--- config.mk ---
export PLATFORM = sky130hd
export DESIGN_NAME = lpw_wake_ctrl
export DESIGN_NICKNAME = d
export VERILOG_FILES = /design/src/shared/lpw_pkg.sv /design/src/lpw_wake_ctrl.sv
export SDC_FILE = /design/constraint.sdc
export NUM_CORES = 1
export LEC_CHECK = 0
export ABC_AREA = 1
export BUFFER_PORTS_ARGS = -buffer_cell sky130_fd_sc_hd__buf_2
export CORE_MARGIN = 1
export CORE_UTILIZATION = 53
export DETAILED_ROUTE_END_ITERATION = 8
export GPL_TIMING_DRIVEN = 0
export PLACE_DENSITY_LB_ADDON = 0.25
export SYNTH_ARGS = -nofsm -noshare
export SYNTH_HDL_FRONTEND = slang
export SYNTH_SLANG_ARGS = --single-unit
--- constraint.sdc ---
create_clock -name core_clk -period 3 [get_ports core_clk]
set_input_delay 0.6 -clock core_clk [delete_from_list [all_inputs] [get_ports core_clk]]
set_output_delay 0.6 -clock core_clk [all_outputs]
set_load 0.03 [all_outputs]
--- src/shared/lpw_pkg.sv ---
package lpw_pkg;
    localparam logic [15:0] VEC_RESET = 16'hFFFE;
    localparam logic [15:0] VEC_EXT_A = 16'hFFFA;
    localparam logic [15:0] VEC_EXT_B = 16'hFFE0;
    localparam logic [15:0] VEC_BREAK = 16'hFFFC;
    localparam logic [15:0] VEC_CLKGEN = 16'hFFF8;
    localparam logic [15:0] VEC_DMA = 16'hFFF6;
    localparam logic [15:0] VEC_TIM_CH0 = 16'hFFF4;
    localparam logic [15:0] VEC_TIM_STEP = 16'h0002;
    localparam logic [15:0] VEC_SPI_RX = 16'hFFEA;
    localparam logic [15:0] VEC_SPI_TX = 16'hFFE8;
    localparam logic [15:0] VEC_SCI_TX = 16'hFFE2;
    localparam logic [15:0] VEC_KEYPAD = 16'hFFDE;
    localparam int REC_BITS = 12;
    localparam int REC_FULL = 4096;
    localparam int REC_SHORT = 32;
    localparam int TIM_SRCS = 5;
    localparam int SCI_SRCS = 3;

    typedef enum logic [1:0] {
        LPW_RUN,
        LPW_WAIT,
        LPW_STOP,
        LPW_RECOVER
    } lpw_mode_e;

    // peripheral interrupt requests, already enabled by their own units
    typedef struct packed {
        logic clkgen;
        logic dma;
        logic [TIM_SRCS-1:0] tim;
        logic spi_rx;
        logic spi_tx;
        logic [SCI_SRCS-1:0] async_serial_unit;
    } lpw_periph_irq_s;

    // gates and controls sent to the peripherals
    typedef struct packed {
        logic cpu_clk_en;
        logic bus_clk_en;
        logic dma_run;
        logic sci_run;
        logic spi_run;
        logic tim_run;
        logic spi_reset;
    } lpw_ctrl_s;
endpackage : lpw_pkg

--- src/lpw_wake_ctrl.sv ---
`timescale 1ns/1ps
`default_nettype none

// Contract
// RL1: dma wait-enable set keeps dma running through wait to completion.
// RL2: wait-enable clear suspends dma in wait; resumes on exit if priority set.
// RL3: stop suspends dma; external interrupt exit resumes it when priority set.
// RL4: reset exit from stop aborts the suspended dma transfer.
// RL5: software finishes dma and clears channel enables, or clears mask, before stop.
// RL6: external interrupt pins stay live; clearing a mask lets that pin wake.
// RL7: keypad stays live in wait and stop; clearing its mask enables waking.
// RL8: enabled low-voltage monitor stays live; its reset ends wait or stop.
// RL9: serial, spi, timer run in wait; their enabled requests end wait.
// RL10: serial unit halts in stop, keeps registers, resumes; in-flight frame invalid.
// RL11: spi halts in stop; interrupt exit resumes, reset exit aborts and resets it.
// RL12: timer halts in stop, keeps counter, resumes after interrupt exit.
// RL13: reset in wait restarts cpu clock and fetches the reset vector.
// RL14: falling edge on interrupt pins wakes; pin a, pin b, break have vectors.
// RL15: clock-generator and dma wait wakes use their own vectors.
// RL16: timer wakes vector channel 0 highest down to overflow, two bytes apart.
// RL17: spi rx/tx separate vectors; serial tx, rx, error consecutive upward.
// RL18: only reset, pins, keypad, low-voltage reset or break end stop.
// RL19: stop exit holds system clocks off 4096 crystal cycles via 12-bit counter.
// RL20: short-recovery select shortens the stop recovery to 32 crystal cycles.
// RL21: crystal systems keep short-recovery select cleared for full stabilisation.
// RL22: wait clears mask, stops cpu clock; stop halts bus too; reset sets mask.
// RL23: simultaneous reset and interrupt wake is treated as a reset exit.
module lpw_wake_ctrl
    import lpw_pkg::*;
(
    input wire logic core_clk,
    input wire logic sys_rst,
    input wire logic crystal_clock,
    input wire logic wait_op,
    input wire logic stop_op,
    input wire logic dma_wait_enable,
    input wire logic dma_priority,
    input wire logic dma_busy,
    input wire logic ext_reset_n,
    input wire logic watchdog_monitor,
    input wire logic low_voltage_monitor,
    input wire logic lvm_reset_enable,
    input wire logic ext_int_pin_a,
    input wire logic ext_int_pin_b,
    input wire logic ext_int1_mask,
    input wire logic ext_int2_mask,
    input wire logic keypad_unit,
    input wire logic keypad_int_mask,
    input wire logic break_irq,
    input wire logic short_recovery_select,
    input wire lpw_periph_irq_s periph_irq,
    output lpw_ctrl_s ctrl,
    output logic [1:0] mode,
    output logic irq_mask,
    output logic dma_abort,
    output logic sci_frame_invalid,
    output logic vector_valid,
    output logic [15:0] vector_addr
);

    ////////////////////////////////////////////////////////////////////////////
    // wake sources
    logic pin_a_reg, pin_b_reg, key_reg, xtal_reg;
    logic fall_a, fall_b, fall_k, xtal_tick, rst_evt, rst_stop, int_stop, int_wait;
    logic [15:0] tim_vec;

    always_ff @(posedge core_clk or posedge sys_rst) begin
        if (sys_rst) begin
            pin_a_reg <= 1'b1;
            pin_b_reg <= 1'b1;
            key_reg <= 1'b1;
            xtal_reg <= 1'b0;
        end else begin
            pin_a_reg <= ext_int_pin_a;
            pin_b_reg <= ext_int_pin_b;
            key_reg <= keypad_unit;
            xtal_reg <= crystal_clock;
        end
    end

    always_comb begin
        fall_a = pin_a_reg & ~ext_int_pin_a & ~ext_int1_mask; // [RL6] [RL14]
        fall_b = pin_b_reg & ~ext_int_pin_b & ~ext_int2_mask; // [RL6] [RL14]
        fall_k = key_reg & ~keypad_unit & ~keypad_int_mask; // [RL7]
        xtal_tick = crystal_clock & ~xtal_reg;
        rst_evt = ~ext_reset_n | watchdog_monitor
                | (low_voltage_monitor & lvm_reset_enable); // [RL8] [RL13]
        // watchdog loses its clock in stop, so it cannot end stop
        rst_stop = ~ext_reset_n | (low_voltage_monitor & lvm_reset_enable); // [RL18]
        int_stop = fall_a | fall_b | fall_k | break_irq; // [RL18]
        int_wait = fall_a | fall_b | fall_k | break_irq | periph_irq.clkgen | periph_irq.dma
                 | (|periph_irq.tim) | periph_irq.spi_rx | periph_irq.spi_tx
                 | (|periph_irq.async_serial_unit); // [RL7] [RL9]
        tim_vec = VEC_TIM_CH0; // [RL16]
        for (int i = 1; i < TIM_SRCS; i++) begin
            if (periph_irq.tim[i]) begin
                tim_vec = VEC_TIM_CH0 - 16'(i * VEC_TIM_STEP);
            end
        end
    end

    ////////////////////////////////////////////////////////////////////////////
    // mode sequencer
    lpw_mode_e mode_reg, mode_next;
    logic mask_reg, mask_next, susp_reg, susp_next, abort_reg, abort_next;
    logic inval_reg, inval_next, spirst_reg, spirst_next, vv_reg, vv_next;
    logic [15:0] vec_reg, vec_next;
    logic [REC_BITS-1:0] rec_reg, rec_next;
    logic rec_rst_reg, rec_rst_next;

    function automatic logic [15:0] wait_vector(input lpw_periph_irq_s p, input logic [15:0] tv,
                                                input logic a, input logic b, input logic k,
                                                input logic brk);
        logic [15:0] v;
        v = VEC_SCI_TX;
        if (p.async_serial_unit[2]) v = VEC_SCI_TX + 16'(2 * VEC_TIM_STEP); // [RL17]
        else if (p.async_serial_unit[1]) v = VEC_SCI_TX + VEC_TIM_STEP;
        if (p.spi_tx) v = VEC_SPI_TX; // [RL17]
        if (p.spi_rx) v = VEC_SPI_RX;
        if (|p.tim) v = tv;
        if (p.dma) v = VEC_DMA; // [RL15]
        if (p.clkgen) v = VEC_CLKGEN; // [RL15]
        if (k) v = VEC_KEYPAD; // [RL7]
        if (brk) v = VEC_BREAK; // [RL14]
        if (b) v = VEC_EXT_B; // [RL14]
        if (a) v = VEC_EXT_A; // [RL14]
        return v;
    endfunction : wait_vector

    always_comb begin
        mode_next = mode_reg;
        mask_next = mask_reg;
        susp_next = susp_reg;
        abort_next = 1'b0;
        inval_next = 1'b0;
        spirst_next = 1'b0;
        vv_next = 1'b0;
        vec_next = vec_reg;
        rec_next = rec_reg;
        rec_rst_next = rec_rst_reg;
        case (mode_reg)
            LPW_RUN: begin
                if (rst_evt) begin
                    mask_next = 1'b1;
                end else if (stop_op) begin
                    mode_next = LPW_STOP;
                    mask_next = 1'b0; // [RL22]
                    susp_next = dma_busy; // [RL3]
                    inval_next = 1'b1; // [RL10]
                end else if (wait_op) begin
                    mode_next = LPW_WAIT;
                    mask_next = 1'b0; // [RL22]
                    susp_next = dma_busy & ~dma_wait_enable; // [RL1] [RL2]
                end
            end
            LPW_WAIT: begin
                if (rst_evt) begin // [RL23]
                    mode_next = LPW_RUN;
                    mask_next = 1'b1; // [RL22]
                    abort_next = susp_reg;
                    susp_next = 1'b0;
                    vv_next = 1'b1;
                    vec_next = VEC_RESET; // [RL13]
                end else if (int_wait) begin
                    mode_next = LPW_RUN;
                    abort_next = susp_reg & ~dma_priority; // [RL2]
                    susp_next = 1'b0;
                    vv_next = 1'b1;
                    vec_next = wait_vector(periph_irq, tim_vec, fall_a, fall_b, fall_k, break_irq);
                end
            end
            LPW_STOP: begin
                if (rst_stop | int_stop) begin // [RL18] [RL23]
                    mode_next = LPW_RECOVER;
                    rec_rst_next = rst_stop;
                    rec_next = short_recovery_select
                        ? REC_BITS'(REC_SHORT - 1) : REC_BITS'(REC_FULL - 1); // [RL19] [RL20]
                    if (rst_stop) begin
                        vec_next = VEC_RESET;
                    end else if (fall_a) begin
                        vec_next = VEC_EXT_A;
                    end else if (fall_b) begin
                        vec_next = VEC_EXT_B;
                    end else if (fall_k) begin
                        vec_next = VEC_KEYPAD;
                    end else begin
                        vec_next = VEC_BREAK; // [RL14]
                    end
                end
            end
            LPW_RECOVER: begin
                if (xtal_tick) begin
                    if (rec_reg == '0) begin // [RL19]
                        mode_next = LPW_RUN;
                        vv_next = 1'b1;
                        susp_next = 1'b0;
                        if (rec_rst_reg | rst_stop) begin
                            mask_next = 1'b1; // [RL22]
                            abort_next = susp_reg; // [RL4]
                            spirst_next = 1'b1; // [RL11]
                        end else begin
                            abort_next = susp_reg & ~dma_priority; // [RL3]
                        end
                    end else begin
                        rec_next = rec_reg - 1'b1;
                    end
                end
                if (rst_stop) begin // [RL23]
                    rec_rst_next = 1'b1;
                    vec_next = VEC_RESET;
                end
            end
            default: mode_next = LPW_RUN;
        endcase
    end

    always_ff @(posedge core_clk or posedge sys_rst) begin
        if (sys_rst) begin
            mode_reg <= LPW_RUN;
            mask_reg <= 1'b1;
            susp_reg <= 1'b0;
            abort_reg <= 1'b0;
            inval_reg <= 1'b0;
            spirst_reg <= 1'b0;
            vv_reg <= 1'b0;
            vec_reg <= VEC_RESET;
            rec_reg <= '0;
            rec_rst_reg <= 1'b0;
        end else begin
            mode_reg <= mode_next;
            mask_reg <= mask_next;
            susp_reg <= susp_next;
            abort_reg <= abort_next;
            inval_reg <= inval_next;
            spirst_reg <= spirst_next;
            vv_reg <= vv_next;
            vec_reg <= vec_next;
            rec_reg <= rec_next;
            rec_rst_reg <= rec_rst_next;
        end
    end

    ////////////////////////////////////////////////////////////////////////////
    // registered gates; keypad and pins need no clock so stay live [RL6] [RL7]
    lpw_ctrl_s ctrl_reg, ctrl_next;

    always_comb begin
        ctrl_next.cpu_clk_en = (mode_next == LPW_RUN); // [RL22]
        ctrl_next.bus_clk_en = (mode_next == LPW_RUN) || (mode_next == LPW_WAIT); // [RL22]
        ctrl_next.dma_run = ctrl_next.bus_clk_en & ~susp_next; // [RL1] [RL2] [RL3]
        ctrl_next.sci_run = ctrl_next.bus_clk_en; // [RL9] [RL10]
        ctrl_next.spi_run = ctrl_next.bus_clk_en; // [RL9] [RL11]
        ctrl_next.tim_run = ctrl_next.bus_clk_en; // [RL9] [RL12]
        ctrl_next.spi_reset = spirst_next; // [RL11]
    end

    always_ff @(posedge core_clk or posedge sys_rst) begin
        if (sys_rst) begin
            ctrl_reg <= '{cpu_clk_en: 1'b1, bus_clk_en: 1'b1, dma_run: 1'b1,
                          sci_run: 1'b1, spi_run: 1'b1, tim_run: 1'b1, spi_reset: 1'b0};
        end else begin
            ctrl_reg <= ctrl_next;
        end
    end

    always_comb begin
        ctrl = ctrl_reg;
        mode = mode_reg;
        irq_mask = mask_reg;
        dma_abort = abort_reg;
        sci_frame_invalid = inval_reg;
        vector_valid = vv_reg;
        vector_addr = vec_reg;
    end

endmodule : lpw_wake_ctrl

`default_nettype wire

==> impl_metrics.yaml, run 1 <==
placement:
  pre_cts_ws_ns: 1.00
  gp_congestion: 0.865
  dp_hpwl_um: 3540
  place.port_buffers: 49
  placed_area_um2: 2460
power_and_ir_drop:
  power.density_nw_per_um2: 870
  leakage_uw: 0.00139
  peakVddDrop_v: 0.000413
timing:
  maxSlewViolCount: 0
  fmax_ghz: 0.556
  timing.setup.tns_ns: 0
  finalSetupViolations: 0
  fin_skew_ns: 0.00578
  final.min_clock_period_ns: 1.80
  fin_ws_ns: 1.20
  fin_crit_sh_pct: 60.0
  hold_viol_final: 0
  rsz0062_at_grt: "no"
floorplanning:
  die_area_um2: 4260
  rows: 22
  fp.dieW_um: 65.2
  fp.coreArea_um2: 3740
  die_h_um: 65.2
  initial_core_util_pct: 56.6
  io_pins: 61
setup_path:
  startpoint_type: "register"
  critical_path.top_delay_family: "simple AND/OR/NAND/NOR gates"
  cp_slowest_cell: "dfrtp_1"
  cp.arrival_ns: 1.97
  cpPeakStageDelay_ns: 0.39
  r2r_slack_ns: 1.20
  crit_type: "register to register"
  crit_chain: "inv_1 -> ha_1 -> nand2_2 -> nor2_2 -> and3_1 -> nand2_1 -> nand2_2 -> buf_6 -> nand2_1 -> a21boi_1"
  cp-end-kind: "register"
  r2r-start: "rec_reg[0]"
  startpoint: "rec_reg[0]"
  crit_buf_inv: 2
  cp_max_fo: 10
  worstPathRequired_ns: 3.17
global_routing:
  grt_max_degree: 34
  grt_pass1_wl_um: 7910
  grtUsageTotal_pct: 24.4
  antenna_found_initial: 0
  grt_pass1_vias: 1892
  grt_overflow: 0
logic_synthesis:
  yosys.area_share.xor_xnor_pct: 2.07
  synth_area_um2: 2120
  synth_top_family_by_area: "simple AND/OR/NAND/NOR gates"
  synth.yosys.seq_area_share_pct: 39.7
  muxShareOfSynthArea_pct: 0
  synth_compound_gate_area_share_pct: 10.7
  avgSynthCellArea_um2: 7.14
  ys_ff_latch: 33
  synth_ff_type: "dfrtp_1"
  synth-async-reset-ratio_pct: 100
  ys_types: 34
  synth-warning-count: 0
  synthSimpleGateAreaFrac_pct: 32.0
  synth-edff-count: 0
  synthAdderAreaFrac_pct: 0.590
  netlist_instances: 297
clock_tree:
  cts_setup_buffers: 0
  clock_path_buffers: 2
  insertion_delay_ns: 0.30
  cts_hold_buf: 0
  cts_tree: "yes"
  cts-root-buf: "clkbuf_8"
  htreeDepth: 2
  clk_pin_slew_ns: 0.06
  cts_made_buffers: 5
  cts_resized: 0
  cts_sinks: 33
finish:
  fillers: 333
  area_delta_synth_final_pct: 21.5
  design_area_um2: 2580
  largest_reg_flops: 12
  drive_gt1_share_pct: 29.9
  antenna_cells: 0
  nets: 396
job:
  maxCapViolCount: 0
hold_path:
  min_path_type: "primary input to asynchronous set/reset pin"
run_status:
  status: "finished, final reports clean"
drt:
  drc_errors: 0
  vias: 2058
  antenna_left: 0
  drt_wl_total_um: 4640
  drtIter0Drc: 134
  post_drt_wl_per_cell_um: 11.3
  drtPass1Iterations: 4
  viasPerCell: 5.00
-- placed cells by master (no fill, tap or decap), drive strengths merged --
cell    netlist  routed
a211oi        2       2
a21boi        2       2
a21oi         8       8
a22oi         4       4
a31oi         1       1
and3          1       1
buf          17      67
clkbuf        0       8
clkinv        0       1
conb          2      11
dfrtp        21      21
dfstp        12      12
ha            1       1
inv          49      48
nand2        74      74
nand3        17      17
nand3b        3       3
nand4         4       4
nor2         42      42
nor3          7       7
o21a          1       1
o21ai        21      21
o31ai         1       1
or2           2       2
xnor2         1       1
xor2          4       4
-- metal layers --
layer  wire length [µm]  track usage, %
met1               1960            29.0
met4                150            12.8
met3                261            5.03
met5                  0               0
met2               2270            41.2
-- synthesized netlist by cell type (2+ instances only) --
cell type	instances	area share [%]
buf_2	2	0.47
a22oi_1	4	1.4
buf_4	14	5.0
conb_1	2	0.35
a21boi_1	2	0.71
nand2_1	69	12
o21ai_0	17	4.0
dfrtp_1	21	25
xor2_1	4	1.7
inv_2	6	1.1
inv_1	43	7.6
a211oi_1	2	0.71
nand2_2	5	1.5
nand4_1	4	1.2
o21ai_1	4	0.94
nor2_2	8	2.4
a21oi_1	8	1.9
nor3_1	6	1.4
nor2_1	34	6.0
dfstp_2	12	15
nand3_1	17	4.0
-- where the power goes --
group / internal (µW) / switching [µW]
Clock: 187 / 162
Combinational: 380 / 735
Sequential: 656 / 121
-- per-stage QoR --
stage	util (%)	power [µW]	hold WS [ns]	instances
floorplan	-	1620	0.454	306
finish	68.8	2240	0.257	412
global placement	65.7	1850	0.454	403
detailed placement	65.7	1890	0.466	403
global route	68.8	2420	0.279	412
CTS	68.1	2240	0.410	411
-- final timing paths --
path | to | depth (start not counted)
max | rec_reg[11] | 10
min in group core_clk | pin_a_reg | 1
max reg2reg | rec_reg[11] | 10
min reg2reg | vector_addr[3] | 2
min | rec_reg[1] | 2
max in group asynchronous | vector_addr[2] | 3
-- layout make-up --
type | count | area (µm²) | share of cell area (%)
inverter | 49 | 184 | 7.14
sequential | 33 | 841 | 32.6
clock buffer | 8 | 90.1 | 3.50
timing repair buffer | 50 | 273 | 10.6
tap | 48 | 60.1 | 2.33
buffer | 17 | 126 | 4.91
multi-input combinational | 207 | 1000 | 38.9
-- kinds of logic (layout without fill, tap and decap cells) --
family                   count (synthesis)  in the layout
AND/OR/NAND/NOR                        150            150
buffers and inverters                   66            124
AO/OA/AOI/OAI                           40             40
flip-flops                              33             33
XOR/XNOR                                 5              5
other                                    2             11
adder cells (fa/ha/maj)                  1              1
No activity file was read; power rests on OpenSTA's default activity.
==> run 2: changes to the inputs <==
--- a/config.mk
+++ b/config.mk
@@ -8,7 +8,7 @@
 export ABC_AREA = 1
 export BUFFER_PORTS_ARGS = -buffer_cell sky130_fd_sc_hd__buf_2
 export CORE_MARGIN = 1
-export CORE_UTILIZATION = 53
+export CORE_UTILIZATION = 52
 export DETAILED_ROUTE_END_ITERATION = 8
 export GPL_TIMING_DRIVEN = 0
 export PLACE_DENSITY_LB_ADDON = 0.25
==> constraint.sdc (replaced) <==
create_clock -name core_clk -period 1.68 [get_ports core_clk]
set_input_delay 0.336 -clock core_clk [delete_from_list [all_inputs] [get_ports core_clk]]
set_output_delay 0.336 -clock core_clk [all_outputs]
set_load 0.03 [all_outputs]
==> run 2 against run 1 <==
Wire length rose by 6.3%. Maximum frequency rose by 11%. Sequential power rose by 80%. Final area rose by 5.7%. Largest power group unchanged.
==> impl_metrics.yaml, run 2 (synthesis results as in run 1) <==
timing:
  hold_viol_final: 0
  fin_skew_ns: 0.00795
  fin_crit_sh_pct: 96.8
  fmax_ghz: 0.615
  final.min_clock_period_ns: 1.63
  maxSlewViolCount: 0
  finalSetupViolations: 0
  rsz0062_at_grt: "yes"
  timing.setup.tns_ns: 0
setup_path:
  reg2reg_to: "rec_reg[3]"
  cp-end-kind: "register"
  r2r_cells: 10
  crit_type: "register to register"
  startpoint_type: "register"
  cp.arrival_ns: 1.80
  r2r-start: "pin_b_reg"
  worstPathRequired_ns: 1.85
  cp_max_fo: 5
  r2r_slack_ns: 0.05
floorplanning:
  initial_core_util_pct: 56.2
  rows: 22
  fp.coreArea_um2: 3770
  fp.dieW_um: 65.8
  die_h_um: 65.8
  die_area_um2: 4340
  io_pins: 61
finish:
  design_area_um2: 2720
  antenna_cells: 0
  drive_gt1_share_pct: 35.1
  fin_cells: 421
  largest_reg_flops: 12
  nets: 405
  final_core_util_pct: 72.2
  final_cell_mix: "nand2_1 (62), buf_2 (51), inv_1 (41), nor2_1 (32), buf_4 (23)"
  mostFrequentLayoutCell: "nand2_1"
  area_delta_synth_final_pct: 28.5
global_routing:
  antenna_found_initial: 0
  grt_pass1_wl_um: 7790
  grt_max_degree: 34
  grtUsageTotal_pct: 24.2
  grt_overflow: 0
  grt_pass1_vias: 1861
drt:
  drtPass1Iterations: 4
  drt_wl_total_um: 4930
  vias: 2112
  drtIter0Drc: 189
  drc_errors: 0
  antenna_left: 0
  post_drt_wl_per_cell_um: 11.7
  viasPerCell: 5.02
job:
  maxCapViolCount: 0
clock_tree:
  cts_tree: "yes"
  cts-root-buf: "clkbuf_8"
  htreeDepth: 2
  cts_made_buffers: 5
  cts_hold_buf: 0
  cts_sinks: 33
  clk_pin_slew_ns: 0.07
  insertion_delay_ns: 0.29
  clock_path_buffers: 2
power_and_ir_drop:
  swShare_pct: 46.0
  seqPwrFrac_pct: 32.8
  power.total_uw: 4260
  peakVddDrop_v: 0.000776
  comb_power_share_pct: 53.4
  power.density_nw_per_um2: 1560
  power_frac_clock_pct: 13.8
  leakage_uw: 0.00146
  power.switching_uw: 1960
  power.internal_uw: 2300
hold_path:
  min_path_type: "primary input to asynchronous set/reset pin"
placement:
  placed_area_um2: 2460
  place.port_buffers: 49
  dp_hpwl_um: 3600
  gp_congestion: 0.880
  post-place-cells: 403
run_status:
  status: "finished, final reports clean"
[run 2: cell types whose count changed in the layout (fill, tap and decap cells not counted), moves of 2 or more]
cell     before  now
buf_4        14   23
nand2_1      69   62
nand2_2       5    9
nand2_4       0    3
nor2_1       34   32
nor2_2        8    5
nor2_4        0    5
[run 2: area by class of cell]
cell class / count / area [µm²]
plain buffers: 17 / 126
clock buffers: 8 / 80.1
fillers: 298 / 1050
inverters: 49 / 186
multi-input cells: 207 / 1090
flip-flops and latches: 33 / 842
well taps: 48 / 60.1
repair buffers: 59 / 340
[run 2: metal layers]
| layer | wire length, µm | global-route usage [%] | vias to the layer above |
|---|---|---|---|
| li1 | - | - | 1056 |
| met2 | 2520 | 41.1 | 84 |
| met5 | 0 | 0 | - |
| met1 | 1990 | 28.2 | 967 |
| met4 | 65 | 10.3 | 0 |
| met3 | 360 | 6.72 | 5 |
[run 2: metrics by stage]
stage / hold WS, ns / setup slack [ns]
global placement: 0.451 / -0.0446
detailed placement: 0.455 / -0.0998
global route: 0.0553 / -0.00773
finish: 0.0268 / 0.0545
floorplan: 0.340 / 0.0874
CTS: 0.141 / -0.00391
[run 2: worst max path at each step]
stage	startpoint	to	slack, ns
3_3_place_gp	rec_reg[0]	rec_reg[10]	-0.04
2_1_floorplan	mode[1]	rec_reg[2]	0.09
5_1_grt	pin_a_reg	rec_reg[3]	-0.008
4_1_cts	pin_b_reg	rec_reg[7]	-0.004
6_report	pin_b_reg	rec_reg[3]	0.05
3_5_place_dp	rec_reg[0]	rec_reg[11]	-0.1
[run 2: power groups by stage]
stage               clock network (µW)  registers (µW)  logic [µW]
floorplan                            0            1640        1260
global route                       630            1430        2530
CTS                                596            1400        2030
detailed placement                   0            1400        1970
global placement                     0            1380        1920
finish                             587            1400        2280
[run 2: timing repair]
| action | CTS | global route |
|---|---|---|
| buffers inserted | 0 | 8 |
| pin swaps | 2 | 9 |
| cloned | 0 | 1 |
| setup endpoints to repair | 16 | 17 |
| resized for setup | 8 | 19 |
[run 2: worst max-delay path, cell delays in order (launching register included)]
cell and delay, ns:
dfstp_2 0.54, nand3b_4 0.11, nand2_4 0.10, nor2_2 0.05, nand2_1 0.07, nand2_2 0.08, nand2_2 0.08, nand2_4 0.08
buf_4 0.16, o21ai_1 0.14, nand3_1 0.09
